<file path="src/dtms_defines.svh">
`ifndef DTMS_DEFINES_SVH
`define DTMS_DEFINES_SVH

// register byte offsets
`define DTMS_OFS_CTL      8'h00
`define DTMS_OFS_SRC      8'h04
`define DTMS_OFS_DST      8'h08
`define DTMS_OFS_CNT      8'h0C
`define DTMS_OFS_STAT     8'h10
`define DTMS_OFS_WSRC     8'h14
`define DTMS_OFS_WDST     8'h18

// channel_control fields
`define DTMS_CTL_EN_BIT    0
`define DTMS_CTL_MODE_LSB  1
`define DTMS_CTL_SSTEP_LSB 4
`define DTMS_CTL_DSTEP_LSB 6
`define DTMS_CTL_SW_BIT    8
`define DTMS_CTL_DW_BIT    9
`define DTMS_CTL_LVL_BIT   10
`define DTMS_CTL_NMI_BIT   11
`define DTMS_CTL_DONE_BIT  12
`define DTMS_CTL_RESET     32'h0000_0000

// step selection encodings
`define DTMS_STEP_DEC      2'h2
`define DTMS_STEP_INC      2'h3

// timing
`define DTMS_XFER_CYCLES   2
`define DTMS_BURST_GROUP   4
`define DTMS_CPU_GAP       2

`endif

</file>
<file path="src/dtms_pkg.sv">
package dtms_pkg;
    typedef enum logic [1:0] {DTMS_SINGLE, DTMS_BLOCK, DTMS_BURST} dtms_kind_t;
    typedef enum {DTMS_IDLE, DTMS_RD, DTMS_WR, DTMS_GAP} dtms_state_t;
endpackage

</file>
<file path="src/dtms_channel.sv">
// Function
// mode field: 000 single, 001 block, 01x burst, 100/101/11x repeated forms.
// each channel keeps its own mode; any step setting works with any mode.
// separate source and destination byte/word width selects, all four combinations.
// single mode moves one unit per accepted trigger.
// a programmed count of zero performs no transfer.
// working pointer copies step after each transfer per step selection.
// count decrements per transfer; at zero reloads and sets done flag.
// mode 000 clears enable at count zero; software re-enables.
// repeated single keeps enable set, one transfer per trigger.
// block mode moves whole block per trigger, then clears enable.
// triggers during a running block or burst-block are ignored.
// cpu halted during block, two clocks per transfer, then resumes.
// repeated block keeps enable; next trigger starts a new block.
// burst modes release cpu two clocks after every four transfers.
// non-repeated burst ends with cpu full speed and enable cleared.
// repeated burst restarts at once without trigger, cpu stays interleaved.
// repeated burst stops on enable clear or nmi with abort enabled.
// word-to-byte writes low byte; byte-to-word clears upper byte.
// step selection: increment, decrement or unchanged.
// edge trigger select: rising edge starts transfer or block.
// working copies load on enable rising and at each reload.
`timescale 1ns/100ps
`default_nettype none
`include "dtms_defines.svh"
module dtms_channel #(
    parameter int AW = 16
)
(
    input  wire logic        sys_clk,
    input  wire logic        arst_n,
    input  wire logic        wb_cyc_i,
    input  wire logic        wb_stb_i,
    input  wire logic        wb_we_i,
    input  wire logic [7:0]  wb_adr_i,
    input  wire logic [3:0]  wb_sel_i,
    input  wire logic [31:0] wb_dat_i,
    output logic [31:0]      wb_dat_o,
    output logic             wb_ack_o,
    input  wire logic        trig_in,
    input  wire logic        nmi_in,
    output logic             cpu_halt,
    output logic             mem_rd,
    output logic             mem_wr,
    output logic [AW-1:0]    mem_addr,
    output logic             mem_byte,
    output logic [15:0]      mem_wdata,
    input  wire logic [15:0] mem_rdata
);
    logic rst_s1_reg, rst_n_reg;
    always_ff @(posedge sys_clk or negedge arst_n)
    begin
        if (!arst_n)
        begin
            rst_s1_reg <= 1'b0;
            rst_n_reg  <= 1'b0;
        end
        else
        begin
            rst_s1_reg <= 1'b1;
            rst_n_reg  <= rst_s1_reg;
        end
    end

    function automatic logic [AW-1:0] step_ptr(input logic [AW-1:0] p, input logic [1:0] s,
                                                input logic byte_w);
        logic [AW-1:0] d;
        d = byte_w ? AW'(1) : AW'(2);
        case (s)
            `DTMS_STEP_INC: step_ptr = p + d;
            `DTMS_STEP_DEC: step_ptr = p - d;
            default:        step_ptr = p;
        endcase
    endfunction

    logic [31:0]     ctl_reg;
    logic [AW-1:0]   src_reg, dst_reg, wsrc_reg, wdst_reg;
    logic [15:0]     cnt_reg, wcnt_reg, data_reg;
    logic [1:0]      grp_reg, gap_reg;
    logic            ack_reg, en_prev_reg, nmi_prev_reg, busy_reg;
    dtms_pkg::dtms_state_t state_reg;

    wire [2:0] mode    = ctl_reg[`DTMS_CTL_MODE_LSB +: 3];
    wire       en      = ctl_reg[`DTMS_CTL_EN_BIT];
    wire [1:0] sstep   = ctl_reg[`DTMS_CTL_SSTEP_LSB +: 2];
    wire [1:0] dstep   = ctl_reg[`DTMS_CTL_DSTEP_LSB +: 2];
    wire       sbyte   = ctl_reg[`DTMS_CTL_SW_BIT];
    wire       dbyte   = ctl_reg[`DTMS_CTL_DW_BIT];
    wire       repeat_m = mode[2];
    // decode of the mode field
    wire dtms_pkg::dtms_kind_t kind = (mode[1:0] == 2'b00) ? dtms_pkg::DTMS_SINGLE :
                                      (mode[1:0] == 2'b01) ? dtms_pkg::DTMS_BLOCK :
                                                             dtms_pkg::DTMS_BURST;
    wire is_single = (kind == dtms_pkg::DTMS_SINGLE);
    wire is_burst  = (kind == dtms_pkg::DTMS_BURST);

    wire bus_req  = wb_cyc_i & wb_stb_i & ~ack_reg;
    // a write lands on the edge the master sees ack, never while the request may still move
    wire bus_wr   = wb_cyc_i & wb_stb_i & wb_we_i & ack_reg;
    wire wr_ctl   = bus_wr & (wb_adr_i == `DTMS_OFS_CTL);
    wire wr_src   = bus_wr & (wb_adr_i == `DTMS_OFS_SRC);
    wire wr_dst   = bus_wr & (wb_adr_i == `DTMS_OFS_DST);
    wire wr_cnt   = bus_wr & (wb_adr_i == `DTMS_OFS_CNT);

    logic trig_req;
    dtms_trig_det u_trig (
        .sys_clk   (sys_clk),
        .rst_n     (rst_n_reg),
        .trig_in   (trig_in),
        .level_sel (ctl_reg[`DTMS_CTL_LVL_BIT]),
        .trig_req  (trig_req)
    );

    wire en_rise   = en & ~en_prev_reg;
    wire nmi_abort = nmi_in & ~nmi_prev_reg & ctl_reg[`DTMS_CTL_NMI_BIT];
    // idle channels accept a trigger; a running block ignores it
    wire start     = (state_reg == dtms_pkg::DTMS_IDLE) & en & ~en_rise &
                     (wcnt_reg != 16'h0000) & trig_req;
    wire wr_done   = (state_reg == dtms_pkg::DTMS_WR);
    wire last_xfer = wr_done & (cnt_reg == 16'h0001);
    wire end_unit  = wr_done & (is_single | last_xfer);
    wire clr_en    = last_xfer & ~repeat_m;
    wire need_gap  = wr_done & is_burst & ~last_xfer & (grp_reg == 2'(`DTMS_BURST_GROUP - 1));
    // repeated burst chains into the next block without a trigger
    wire chain     = last_xfer & is_burst & repeat_m & en & ~nmi_abort;

    // width conversion: byte source zero-extends, byte dest keeps low byte
    wire [15:0] wdata = sbyte ? {8'h00, data_reg[7:0]} : data_reg;

    always_ff @(posedge sys_clk or negedge rst_n_reg)
    begin
        if (!rst_n_reg)
            state_reg <= dtms_pkg::DTMS_IDLE;
        else
            case (state_reg)
                dtms_pkg::DTMS_IDLE: if (start) state_reg <= dtms_pkg::DTMS_RD;
                dtms_pkg::DTMS_RD:   state_reg <= dtms_pkg::DTMS_WR;
                dtms_pkg::DTMS_WR:
                    if (need_gap)
                        state_reg <= dtms_pkg::DTMS_GAP;
                    else if (end_unit & ~chain)
                        state_reg <= dtms_pkg::DTMS_IDLE;
                    else if (~en | nmi_abort)
                        state_reg <= dtms_pkg::DTMS_IDLE;
                    else if (chain)
                        state_reg <= dtms_pkg::DTMS_GAP;
                    else
                        state_reg <= dtms_pkg::DTMS_RD;
                dtms_pkg::DTMS_GAP:
                    if (~en | nmi_abort)
                        state_reg <= dtms_pkg::DTMS_IDLE;
                    else if (gap_reg == 2'(`DTMS_CPU_GAP - 1))
                        state_reg <= dtms_pkg::DTMS_RD;
                default: state_reg <= dtms_pkg::DTMS_IDLE;
            endcase
    end

    // busy flags an active unit one cycle late; status only, so the lag does no harm
    always_ff @(posedge sys_clk or negedge rst_n_reg)
    begin
        if (!rst_n_reg)
        begin
            busy_reg     <= 1'b0;
            grp_reg      <= 2'h0;
            gap_reg      <= 2'h0;
            en_prev_reg  <= 1'b0;
            nmi_prev_reg <= 1'b0;
            data_reg     <= 16'h0000;
        end
        else
        begin
            busy_reg     <= (state_reg != dtms_pkg::DTMS_IDLE);
            en_prev_reg  <= en;
            nmi_prev_reg <= nmi_in;
            if (state_reg == dtms_pkg::DTMS_RD)
                data_reg <= mem_rdata;
            if (start | chain)
                grp_reg <= 2'h0;
            else if (wr_done)
                grp_reg <= grp_reg + 2'h1;
            gap_reg <= (state_reg == dtms_pkg::DTMS_GAP) ? gap_reg + 2'h1 : 2'h0;
        end
    end

    always_ff @(posedge sys_clk or negedge rst_n_reg)
    begin
        if (!rst_n_reg)
        begin
            ctl_reg <= `DTMS_CTL_RESET;
            src_reg <= '0;
            dst_reg <= '0;
        end
        else
        begin
            if (wr_ctl & wb_sel_i[0])
                ctl_reg[7:0] <= wb_dat_i[7:0];
            if (wr_ctl & wb_sel_i[1])
                ctl_reg[11:8] <= wb_dat_i[11:8];
            if (wr_ctl & wb_sel_i[1] & wb_dat_i[`DTMS_CTL_DONE_BIT])
                ctl_reg[`DTMS_CTL_DONE_BIT] <= 1'b0;
            if (clr_en | (nmi_abort & (state_reg != dtms_pkg::DTMS_IDLE)))
                ctl_reg[`DTMS_CTL_EN_BIT] <= 1'b0;
            if (last_xfer)
                ctl_reg[`DTMS_CTL_DONE_BIT] <= 1'b1; // set wins over clear
            if (wr_src)
                src_reg <= wb_dat_i[AW-1:0];
            if (wr_dst)
                dst_reg <= wb_dat_i[AW-1:0];
        end
    end

    // count register is the visible remaining count; wcnt is the reload copy
    always_ff @(posedge sys_clk or negedge rst_n_reg)
    begin
        if (!rst_n_reg)
        begin
            cnt_reg  <= 16'h0000;
            wcnt_reg <= 16'h0000;
            wsrc_reg <= '0;
            wdst_reg <= '0;
        end
        else if (en_rise)
        begin
            wcnt_reg <= cnt_reg;
            wsrc_reg <= src_reg;
            wdst_reg <= dst_reg;
        end
        else if (wr_cnt)
            cnt_reg <= wb_dat_i[15:0];
        else if (wr_done)
        begin
            cnt_reg  <= last_xfer ? wcnt_reg : cnt_reg - 16'h0001;
            wsrc_reg <= last_xfer ? src_reg : step_ptr(wsrc_reg, sstep, sbyte);
            wdst_reg <= last_xfer ? dst_reg : step_ptr(wdst_reg, dstep, dbyte);
        end
    end

    always_ff @(posedge sys_clk or negedge rst_n_reg)
    begin
        if (!rst_n_reg)
            ack_reg <= 1'b0;
        else
            ack_reg <= bus_req;
    end

    always_ff @(posedge sys_clk or negedge rst_n_reg)
    begin
        if (!rst_n_reg)
            wb_dat_o <= 32'h0000_0000;
        else if (bus_req & ~wb_we_i)
            case (wb_adr_i)
                `DTMS_OFS_CTL:  wb_dat_o <= {19'h0, ctl_reg[12:0]};
                `DTMS_OFS_SRC:  wb_dat_o <= 32'(src_reg);
                `DTMS_OFS_DST:  wb_dat_o <= 32'(dst_reg);
                `DTMS_OFS_CNT:  wb_dat_o <= {16'h0, cnt_reg};
                `DTMS_OFS_STAT: wb_dat_o <= {30'h0, busy_reg, cpu_halt};
                `DTMS_OFS_WSRC: wb_dat_o <= 32'(wsrc_reg);
                `DTMS_OFS_WDST: wb_dat_o <= 32'(wdst_reg);
                default:        wb_dat_o <= 32'h0000_0000;
            endcase
    end

    assign wb_ack_o = ack_reg;
    // cpu halted in transfer cycles, free during idle and burst gaps
    assign cpu_halt = (state_reg == dtms_pkg::DTMS_RD) | wr_done;
    assign mem_rd   = (state_reg == dtms_pkg::DTMS_RD);
    assign mem_wr   = wr_done;
    assign mem_addr = mem_rd ? wsrc_reg : wdst_reg;
    assign mem_byte = mem_rd ? sbyte : dbyte;
    assign mem_wdata = wdata;
endmodule
`default_nettype wire

</file>
<file path="src/dtms_trig_det.sv">
`timescale 1ns/100ps
`default_nettype none
module dtms_trig_det
(
    input  wire logic sys_clk,
    input  wire logic rst_n,
    input  wire logic trig_in,
    input  wire logic level_sel,
    output logic      trig_req
);
    logic trig_prev_reg;

    always_ff @(posedge sys_clk or negedge rst_n)
    begin
        if (!rst_n)
            trig_prev_reg <= 1'b0;
        else
            trig_prev_reg <= trig_in;
    end

    // level mode asks while high; edge mode only on a rising edge
    assign trig_req = level_sel ? trig_in : (trig_in & ~trig_prev_reg);
endmodule
`default_nettype wire

</file>
<file path="config.mk">
export PLATFORM = sky130hd
export DESIGN_NAME = dtms_channel
export DESIGN_NICKNAME = d
export VERILOG_FILES = /design/src/dtms_pkg.sv /design/src/dtms_channel.sv /design/src/dtms_trig_det.sv
export VERILOG_INCLUDE_DIRS = /design/src /design/src/src
export SDC_FILE = /design/constraint.sdc
export NUM_CORES = 1
export LEC_CHECK = 0
export BUFFER_PORTS_ARGS = -buffer_cell sky130_fd_sc_hd__buf_4
export CORE_ASPECT_RATIO = 1.1
export CORE_MARGIN = 2
export CORE_UTILIZATION = 56
export DETAILED_ROUTE_END_ITERATION = 16
export PLACE_DENSITY = 0.76
export SLEW_MARGIN = 25
export SYNTH_ARGS = -nofsm -noshare
export SYNTH_HDL_FRONTEND = slang
export SYNTH_SLANG_ARGS = --single-unit
export TNS_END_PERCENT = 1
</file>
<file path="constraint.sdc">
create_clock -name sys_clk -period 5.3 [get_ports sys_clk]
set_input_delay 1.06 -clock sys_clk [delete_from_list [all_inputs] [get_ports sys_clk]]
set_output_delay 1.06 -clock sys_clk [all_outputs]
set_load 0.01 [all_outputs]
</file>
---- Word-level counts from Yosys, hierarchy flattened ----
Cells that the tools add are included.
storage, ports and cells
  output and inout port bits .............. 69
  register bits after elaboration ......... 200
operators by class
  $add $sub $neg .......................... 7
  reduce and logical (&&, ||, !) cells .... 18
  multiplexer cells ....................... 37
  equality and inequality tests ........... 24
  bitwise operators ....................... 48
operators by type and width
  cell                                                                    number
  16-bit two-way mux                                                      13
  32-bit case mux with 4 select lines                                     1
  16-bit case mux with 7 select lines                                     1
  32-bit by 2-bit equality test with 1-bit output, second input constant  3
  32-bit two-way mux                                                      3
  32-bit by 3-bit equality test with 1-bit output, second input constant  2
  32-bit zero test                                                        2
  16-bit case mux with 2 select lines                                     2
  16-bit by 2-bit adder with 16-bit output                                2
  1-bit bitwise AND                                                       32
  32-bit by 1-bit equality test with 1-bit output, second input constant  1
  32-bit nonzero test                                                     1
  16-bit by 2-bit subtractor with 16-bit output                           2
  8-bit by 5-bit equality test with 1-bit output, second input constant   3
  2-bit two-way mux                                                       11
  16-bit by 1-bit equality test with 1-bit output, second input constant  1
  8-bit by 4-bit equality test with 1-bit output, second input constant   2
  16-bit nonzero test                                                     1
  16-bit by 1-bit subtractor with 16-bit output, second input constant    1
  2-bit equality test, second input constant                              6
  1-bit NOT                                                               11
  2-bit nonzero test                                                      5
  8-bit by 3-bit equality test with 1-bit output, second input constant   1
  8-bit zero test                                                         1
  other kinds (11)                                                        26

---- Longest topological paths before layout ----
Gate-level depths: netlist of the first run.
  depth in word-level cells ............... 13
  mapped depth ............................ 11
  mapped depth without buffers ............ 11

---- Cells and area by module ----
From an unflattened synthesis of the first run, not the netlist that was laid out.
second synthesis, totals
  cell total of the unflattened synthesis .. 916
  area total of the unflattened synthesis .. 9,117.5 µm²
modules (own cells, without submodules)
  module         instances  seq. area each (µm²)  area an instance (µm²)  cells each
  dtms_channel   1          3,828.7               9,081.2                 913
  dtms_trig_det  1          25.0                  36.3                    3

---- Least setup slack after synthesis of the first run ----
No wires, ideal clock.
  path kind ............................... register to register
  start ................................... register ctl_reg[5]
  end ..................................... register wsrc_reg[14]
  cell stages (with the launch flop) ...... 10
  setup slack ............................. 2.257 ns
  arrival time ............................ 2.960 ns
  data required time ...................... 5.217 ns
  path buffers ............................ 0
  period minus slack after synthesis ...... 3.043 ns
  setup time .............................. 0.083 ns
  cells stage by stage .................... dfrtp_1 nor2b_1 ha_1 a21oi_1 o221ai_1 a2111oi_0 nor3_1 nand3_1 mux2_2 o21ai_0
on the way
  longest elaborated chain between the ends .. 6
ends and longest elaborated chain
  item                                 RTL line             text
  from (decl)                          dtms_channel.sv:76   logic [31:0] ctl_reg;
  from (signal assigned)               dtms_channel.sv:189  ctl_reg <= `DTMS_CTL_RESET;
  from (signal assigned)               dtms_channel.sv:196  ctl_reg[7:0] <= wb_dat_i[7:0];
  2-bit equality test                  dtms_channel.sv:69   case (s)
  16-bit case mux with 2 select lines  dtms_channel.sv:69
  16-bit two-way mux                   dtms_channel.sv:233  wsrc_reg <= last_xfer ? src_reg : step_ptr(wsrc_reg, sstep, sbyte);
  16-bit two-way mux                   dtms_channel.sv:230  else if (wr_done)
  16-bit two-way mux                   dtms_channel.sv:228  else if (wr_cnt)
  16-bit two-way mux                   dtms_channel.sv:222  else if (en_rise)
  to (signal assigned)                 dtms_channel.sv:225  wsrc_reg <= src_reg;
  to (signal assigned)                 dtms_channel.sv:233
  to (decl)                            dtms_channel.sv:77   logic [AW-1:0] src_reg, dst_reg, wsrc_reg, wdst_reg;
Parallel ways exist; a longest one is shown, timed or not. The select of a mux whose other input is x is not followed.
A chain may end at the register's enable or synchronous reset.

---- Worst setup path after layout of the first run ----
  start ................................... register ctl_reg[7]
  end ..................................... register wdst_reg[14]
on the way
  longest elaborated chain between the ends .. 6
ends and longest elaborated chain
  item                                 RTL line             text
  2-bit equality test                  dtms_channel.sv:69
  16-bit case mux with 2 select lines  dtms_channel.sv:69
  16-bit two-way mux                   dtms_channel.sv:234  wdst_reg <= last_xfer ? dst_reg : step_ptr(wdst_reg, dstep, dbyte);
  16-bit two-way mux                   dtms_channel.sv:230
  16-bit two-way mux                   dtms_channel.sv:228
  16-bit two-way mux                   dtms_channel.sv:222
  to (signal assigned)                 dtms_channel.sv:226  wdst_reg <= dst_reg;
  to (signal assigned)                 dtms_channel.sv:234
  to (decl)                            dtms_channel.sv:77
Parallel ways exist; a longest one is shown, timed or not. The select of a mux whose other input is x is not followed.

==> qor.yml, run 1 <==
slowest_delay_ns: 0.48
r2r_slack_ns: 1.92
via_per_inst: 6.45
ys_top_cells_by_area: "dfrtp_1 (42%), mux2_2 (11%), ha_1 (5.1%)"
fin_nets: 1120
rows: 49
numClockSinks: 154
setup_viol: 0
leakagePower_uw: 0.00523
dieArea_mm2: 0.0176
m1WireLength_um: 10700
clkLatencyLatePin_ns: 0.43
synthToLayoutAreaGrowth_pct: 15.8
clockRootBuffer: "clkbuf_16"
route.final.wire_length_um: 26200
io_buffers: 101
setup_tns_ns: 0
fmax_mhz: 296
htreeDepth: 4
r2r_end: "wdst_reg[14]$_DFFE_PN0P_"
top_layer: "met4"
antenna_found_initial: 0
drtPass1Iterations: 9
clk_pin_slew_ns: 0.06
path_class: "reg2reg"
cp_common_cell: "o21ai_0"
ant_nets: 0
syn_area_per_cell_um2: 9.84
cp_top_family: "compound AO/OA/AOI/OAI gates"
p_sw_share_pct: 22.8
power_density_mw_per_mm2: 276
start_util_pct: 56.9
synth_top_area_share_pct: 41.7
crit_fanout: 14
min_period_over_period_pct: 63.7
synth_async_sr_flop_share_pct: 100
timing.critical_path.buf_inv: 2
seqPwrFrac_pct: 43.4
drive_gt1_share_pct: 25.0
tritoncts: "yes"
hold_violations: 0
post_cts_buffers: 0
min_period_ns: 3.38
drt_iter0_drc: 1007
crit_chain: "inv_1 > nor2_1 > buf_4 > and2_1 > fa_1 > a211oi_1 > o21bai_1 > a21oi_1 > o21ai_0 > a221oi_1 > xor2_1 > o21ai_0"
min_to: "rst_n_reg$_DFF_PN0_"
yosysUniqueCellTypes: 70
min-delay-path-class: "reg2reg"
hold_path_depth: 0
grt_setup_unrepaired: "no"
status: "complete, no violations"
comb_power_share_pct: 11.5
grt_pass1_vias: 7684
skew_ns: 0.00895
start_kind: "register"
synth_area_leader_cell: "dfrtp_1"
p_clk_share_pct: 45.1
slew_viol_final: 0
timing.hold.ws_ns: 0.354
synth-seq-cells: 154
min-delay-start: "rst_s1_reg$_DFF_PN0_"
synthCells: 940
p_sw_uw: 675
synth_flop_cell: "dfrtp_1"
vdd_drop_max_v: 0.000249
mostFrequentLayoutCells: "dfrtp_1 (153), buf_4 (114), mux2_2 (90), nand2_1 (90), nor2_1 (61)"
vias: 7923
clock_path_buffers: 2
relSlewSlack_pct: 27.7
place.gp.congestion: 0.938
fp.dieW_um: 127
syn-cell-area_mm2: 0.00925
synth-edff-count: 0
io_pins: 136
cts_resized: 0
end_kind: "register"
dp_hpwl_um: 18900
track_usage_pct: 30.1
postLayoutCoreUtil_pct: 65.9
yosysWarnings: 0
wl_met2_um: 12300
final_common_cell: "dfrtp_1"
maxCapViolCount: 0
coreArea_mm2: 0.0162
p_int_uw: 2290
r2r_start: "ctl_reg[7]$_DFFE_PN0P_"
cts_buffers: 17
cpMaxStageDelayCell: "dfrtp_1"
grt_max_degree: 67
arrival_ns: 3.68
hold_buffers: 0
diodes: 0
avgRoutedWirePerCell_um: 21.4
crit_required_ns: 5.60
grt-ovfl-total: 0
die_y_um: 139
tightest_slew_ns: 1.08
seq_area_frac_synth_pct: 41.7
route.met3.wl_um: 2180
drc: 0
grt_pass1_wl_um: 41300
rr_worst_depth: 12
==> per-stage QoR <==
| step | cell area (um2) | setup slack (ns) | cells | power [uW] |
|---|---|---|---|---|
| 2_1_floorplan | 9310 | 0.691 | 955 | 1530 |
| 3_3_place_gp | 10100 | 1.60 | 1198 | 1640 |
| 3_5_place_dp | 10100 | 1.56 | 1198 | 1650 |
| 4_1_cts | 10700 | 1.78 | 1228 | 2980 |
| 5_1_grt | 10700 | 1.73 | 1228 | 3070 |
| 6_report | 10700 | 1.92 | 1228 | 2960 |
==> layer usage <==
metal / track usage [%] / vias to the layer above
li1: - / 3597
met1: 39.8 / 3859
met2: 48.0 / 387
met3: 6.06 / 80
met4: 13.2 / 0
met5: 0 / -
==> cell families after synthesis <==
| logic type | count (synthesis) | synth area share (%) |
|---|---|---|
| AND/OR/NAND/NOR | 267 | 14.1 |
| AO/OA/AOI/OAI | 257 | 19.3 |
| flip-flops | 154 | 41.7 |
| buffers and inverters | 98 | 5.23 |
| multiplexers | 93 | 11.3 |
| adder cells (fa/ha/maj) | 40 | 5.57 |
| XOR/XNOR | 29 | 2.75 |
| other | 2 | 0.0812 |
==> synth_stat cells (all sizes together) (3+ instances only) <==
library cell	n
a22o	16
o211ai	9
nand3	17
nor3	17
buf	47
nor3b	3
o31ai	5
a222oi	23
nor2	62
and2	6
or4	5
a221o	4
a31oi	15
or2	4
nand4	6
xnor2	17
o21ai	63
inv	23
nand2b	7
or3	5
ha	38
o21a	8
mux2i	3
a21o	11
and3	9
nand2	90
a21oi	49
nor2b	18
o22ai	4
clkbuf	28
mux2	90
a211oi	17
a21boi	3
xor2	12
a2111oi	3
dfrtp	154
a32oi	6
nor4	14
==> worst max-delay path by stage <==
| stage | from | to | slack (ns) | cells after the start |
|---|---|---|---|---|
| after floorplan | rst_n_reg$_DFF_PN0_ | busy_reg$_DFF_PN0_ | 0.69 | 0 |
| after global placement | wb_cyc_i | wsrc_reg[15]$_DFFE_PN0P_ | 1.60 | 9 |
| after detailed placement | wb_cyc_i | wsrc_reg[15]$_DFFE_PN0P_ | 1.56 | 9 |
| after CTS | state_reg[1]$_DFFE_PN0P_ | mem_addr[10] | 1.78 | 4 |
| after global routing | ctl_reg[7]$_DFFE_PN0P_ | wdst_reg[14]$_DFFE_PN0P_ | 1.73 | 12 |
| final | ctl_reg[7]$_DFFE_PN0P_ | wdst_reg[14]$_DFFE_PN0P_ | 1.92 | 12 |
==> area by class of cell <==
cell class | instances | area (um2)
Inverter | 23 | 86.3
Sequential cell | 154 | 3860
Multi-Input combinational cell | 703 | 5020
Timing Repair Buffer | 114 | 856
Clock buffer | 23 | 478
Fill cell | 1321 | 5530
Tap cell | 204 | 255
Clock inverter | 7 | 164
==> power by group through the flow <==
stage / Combinational (uW) / Sequential, uW / Clock, uW
global placement: 333 / 1300 / 0
floorplan: 230 / 1300 / 0
finish: 341 / 1280 / 1340
CTS: 344 / 1290 / 1350
global route: 375 / 1300 / 1390
detailed placement: 340 / 1310 / 0
Note: power is estimated with default switching activity, not from simulation.
==> run 2: changes to the inputs <==
==> constraint.sdc (replaced) <==
create_clock -name sys_clk -period 3.5 [get_ports sys_clk]
set_input_delay 0.7 -clock sys_clk [delete_from_list [all_inputs] [get_ports sys_clk]]
set_output_delay 0.7 -clock sys_clk [all_outputs]
set_load 0.01 [all_outputs]
==> run 2 against run 1 <==
  * Die area unchanged
  * Global-route usage increased by 0.64 points
  * Sequential share of layout area decreased by 0.25 points
  * Critical endpoint unchanged
==> qor.yml, run 2 (synthesis results as in run 1) <==
via_per_inst: 6.46  # +0.16%
rows: 49  # unchanged
skew_ns: 0.00839  # -0.000555 ns
fin_nets: 1134  # +1.3%
drtPass1Iterations: 6  # -3
hold_violations: 0  # unchanged
antenna_found_initial: 0  # unchanged
grt_setup_unrepaired: "no"
min-delay-path-class: "in2async"
track_usage_pct: 30.7  # +0.64 points
start_kind: "register"
diodes: 0  # unchanged
htreeDepth: 4  # unchanged
tritoncts: "yes"
path_class: "reg2reg"
finalPower_uw: 4400  # +48%
setup_tns_ns: 0  # unchanged
grt_max_degree: 47  # -30%
place_inst: 1212  # +1.2%
placed_area_mm2: 0.0102  # +1.1%
post_cts_buffers: 0  # unchanged
start_util_pct: 56.9  # unchanged
clkLatencyLatePin_ns: 0.44  # about the same
dpl_worst_slack_ns: 0.370  # -1.19 ns
hold_buffers: 0  # unchanged
grt_pass1_vias: 7852  # +2.2%
coreArea_mm2: 0.0162  # unchanged
relSlewSlack_pct: 49.2  # +21 points
io_pins: 136  # unchanged
power_density_mw_per_mm2: 407  # +47%
status: "complete, no violations"
crit_fanout: 6  # -8
ant_nets: 0  # unchanged
clockRootBuffer: "clkbuf_16"
route.final.wire_length_um: 26500  # +0.83%
avgRoutedWirePerCell_um: 21.3  # -0.47%
vdd_drop_max_v: 0.000346  # +39%
crit_required_ns: 3.81  # -1.79 ns
cts_buffers: 17  # unchanged
cts_resized: 0  # unchanged
mostFrequentLayoutCells: "dfrtp_1 (153), buf_4 (127), mux2_2 (90), nand2_1 (90), nor2_1 (62)"
dp_hpwl_um: 19400  # +3.0%
fill_cells: 1321  # unchanged
clk_pin_slew_ns: 0.06  # about the same
leakagePower_uw: 0.00527  # +0.90%
clock_path_buffers: 2  # unchanged
fin_ws_ns: 0.277  # -1.65 ns
die_y_um: 139  # unchanged
maxCapViolCount: 0  # unchanged
drt_iter0_drc: 925  # -8.1%
min_period_over_period_pct: 92.1  # +28 points
end_kind: "register"
instances_no_fill: 1244  # +1.3%
arrival_ns: 3.53  # -0.15 ns
vias: 8039  # +1.5%
place.gp.congestion: 0.943  # +0.52%
tightest_slew_ns: 0.762  # -0.318 ns
drive_gt1_share_pct: 26.1  # +1.1 points
fmax_mhz: 310  # +4.8%
fin_area_mm2: 0.0108  # +0.70%
setup_viol: 0  # unchanged
dieArea_mm2: 0.0176  # unchanged
final_common_cell: "dfrtp_1"
slew_viol_final: 0  # unchanged
drc: 0  # unchanged
grt-ovfl-total: 0  # unchanged
io_buffers: 101  # unchanged
grt_pass1_wl_um: 42500  # +2.8%
synthToLayoutAreaGrowth_pct: 16.6
min_period_ns: 3.22  # -0.154 ns
fp.dieW_um: 127  # unchanged
numClockSinks: 154  # unchanged
run 2: per-stage QoR:
stage	hold WS (ns)	util [%]
2_1_floorplan	0.331	-
3_3_place_gp	0.337	62.5
3_5_place_dp	0.343	62.6
4_1_cts	0.0238	66.4
5_1_grt	0.0206	66.4
6_report	0.0286	66.4
run 2: layout make-up:
type	count	area [um2]	area share, %
Timing Repair Buffer	128	973	9.02
Clock buffer	20	447	4.14
Clock inverter	12	165	1.53
Multi-Input combinational cell	703	5000	46.4
Inverter	23	86.3	0.800
Tap cell	204	255	2.37
Sequential cell	154	3860	35.8
run 2: final timing paths:
| check | startpoint | to | slack (ns) | depth (start not counted) |
|---|---|---|---|---|
| max | ctl_reg[7]$_DFFE_PN0P_ | wdst_reg[14]$_DFFE_PN0P_ | 0.28 | 12 |
| min | arst_n | rst_n_reg$_DFF_PN0_ | 0.03 | 1 |
| max reg2reg | ctl_reg[7]$_DFFE_PN0P_ | wdst_reg[14]$_DFFE_PN0P_ | 0.28 | 12 |
| min reg2reg | rst_n_reg$_DFF_PN0_ | src_reg[2]$_DFFE_PN0P_ | 0.35 | 0 |
| max in group asynchronous | rst_n_reg$_DFF_PN0_ | wsrc_reg[10]$_DFFE_PN0P_ | 2.15 | 2 |
| min in group sys_clk | rst_s1_reg$_DFF_PN0_ | rst_n_reg$_DFF_PN0_ | 0.35 | 0 |
run 2: layer usage:
| metal | part of all wire [%] | track usage (%) | vias up |
|---|---|---|---|
| met4 | 4.6 | 15.2 | 0 |
| met3 | 9.3 | 6.06 | 86 |
| met1 | 40 | 41.8 | 3886 |
| met5 | 0 | 0 | - |
| li1 | - | - | 3629 |
| met2 | 46 | 47.1 | 438 |
run 2: report_power, final:
group          internal, uW  leakage (uW)  switching, uW
Sequential             1870       0.00209           70.6
Clock                  1150      0.000287            773
Combinational           278       0.00289            251
Total                  3300       0.00527           1100
run 2: worst max-delay path, stage by stage, from the launching register on:
cell,delay (ns)
dfrtp_1,0.48
inv_1,0.13
nor2_1,0.07
buf_4,0.16
and2_1,0.19
fa_1,0.47
a211oi_1,0.33
o21bai_1,0.16
a21oi_1,0.22
o21ai_0,0.20
a221oi_1,0.39
xor2_1,0.19
o21ai_0,0.10
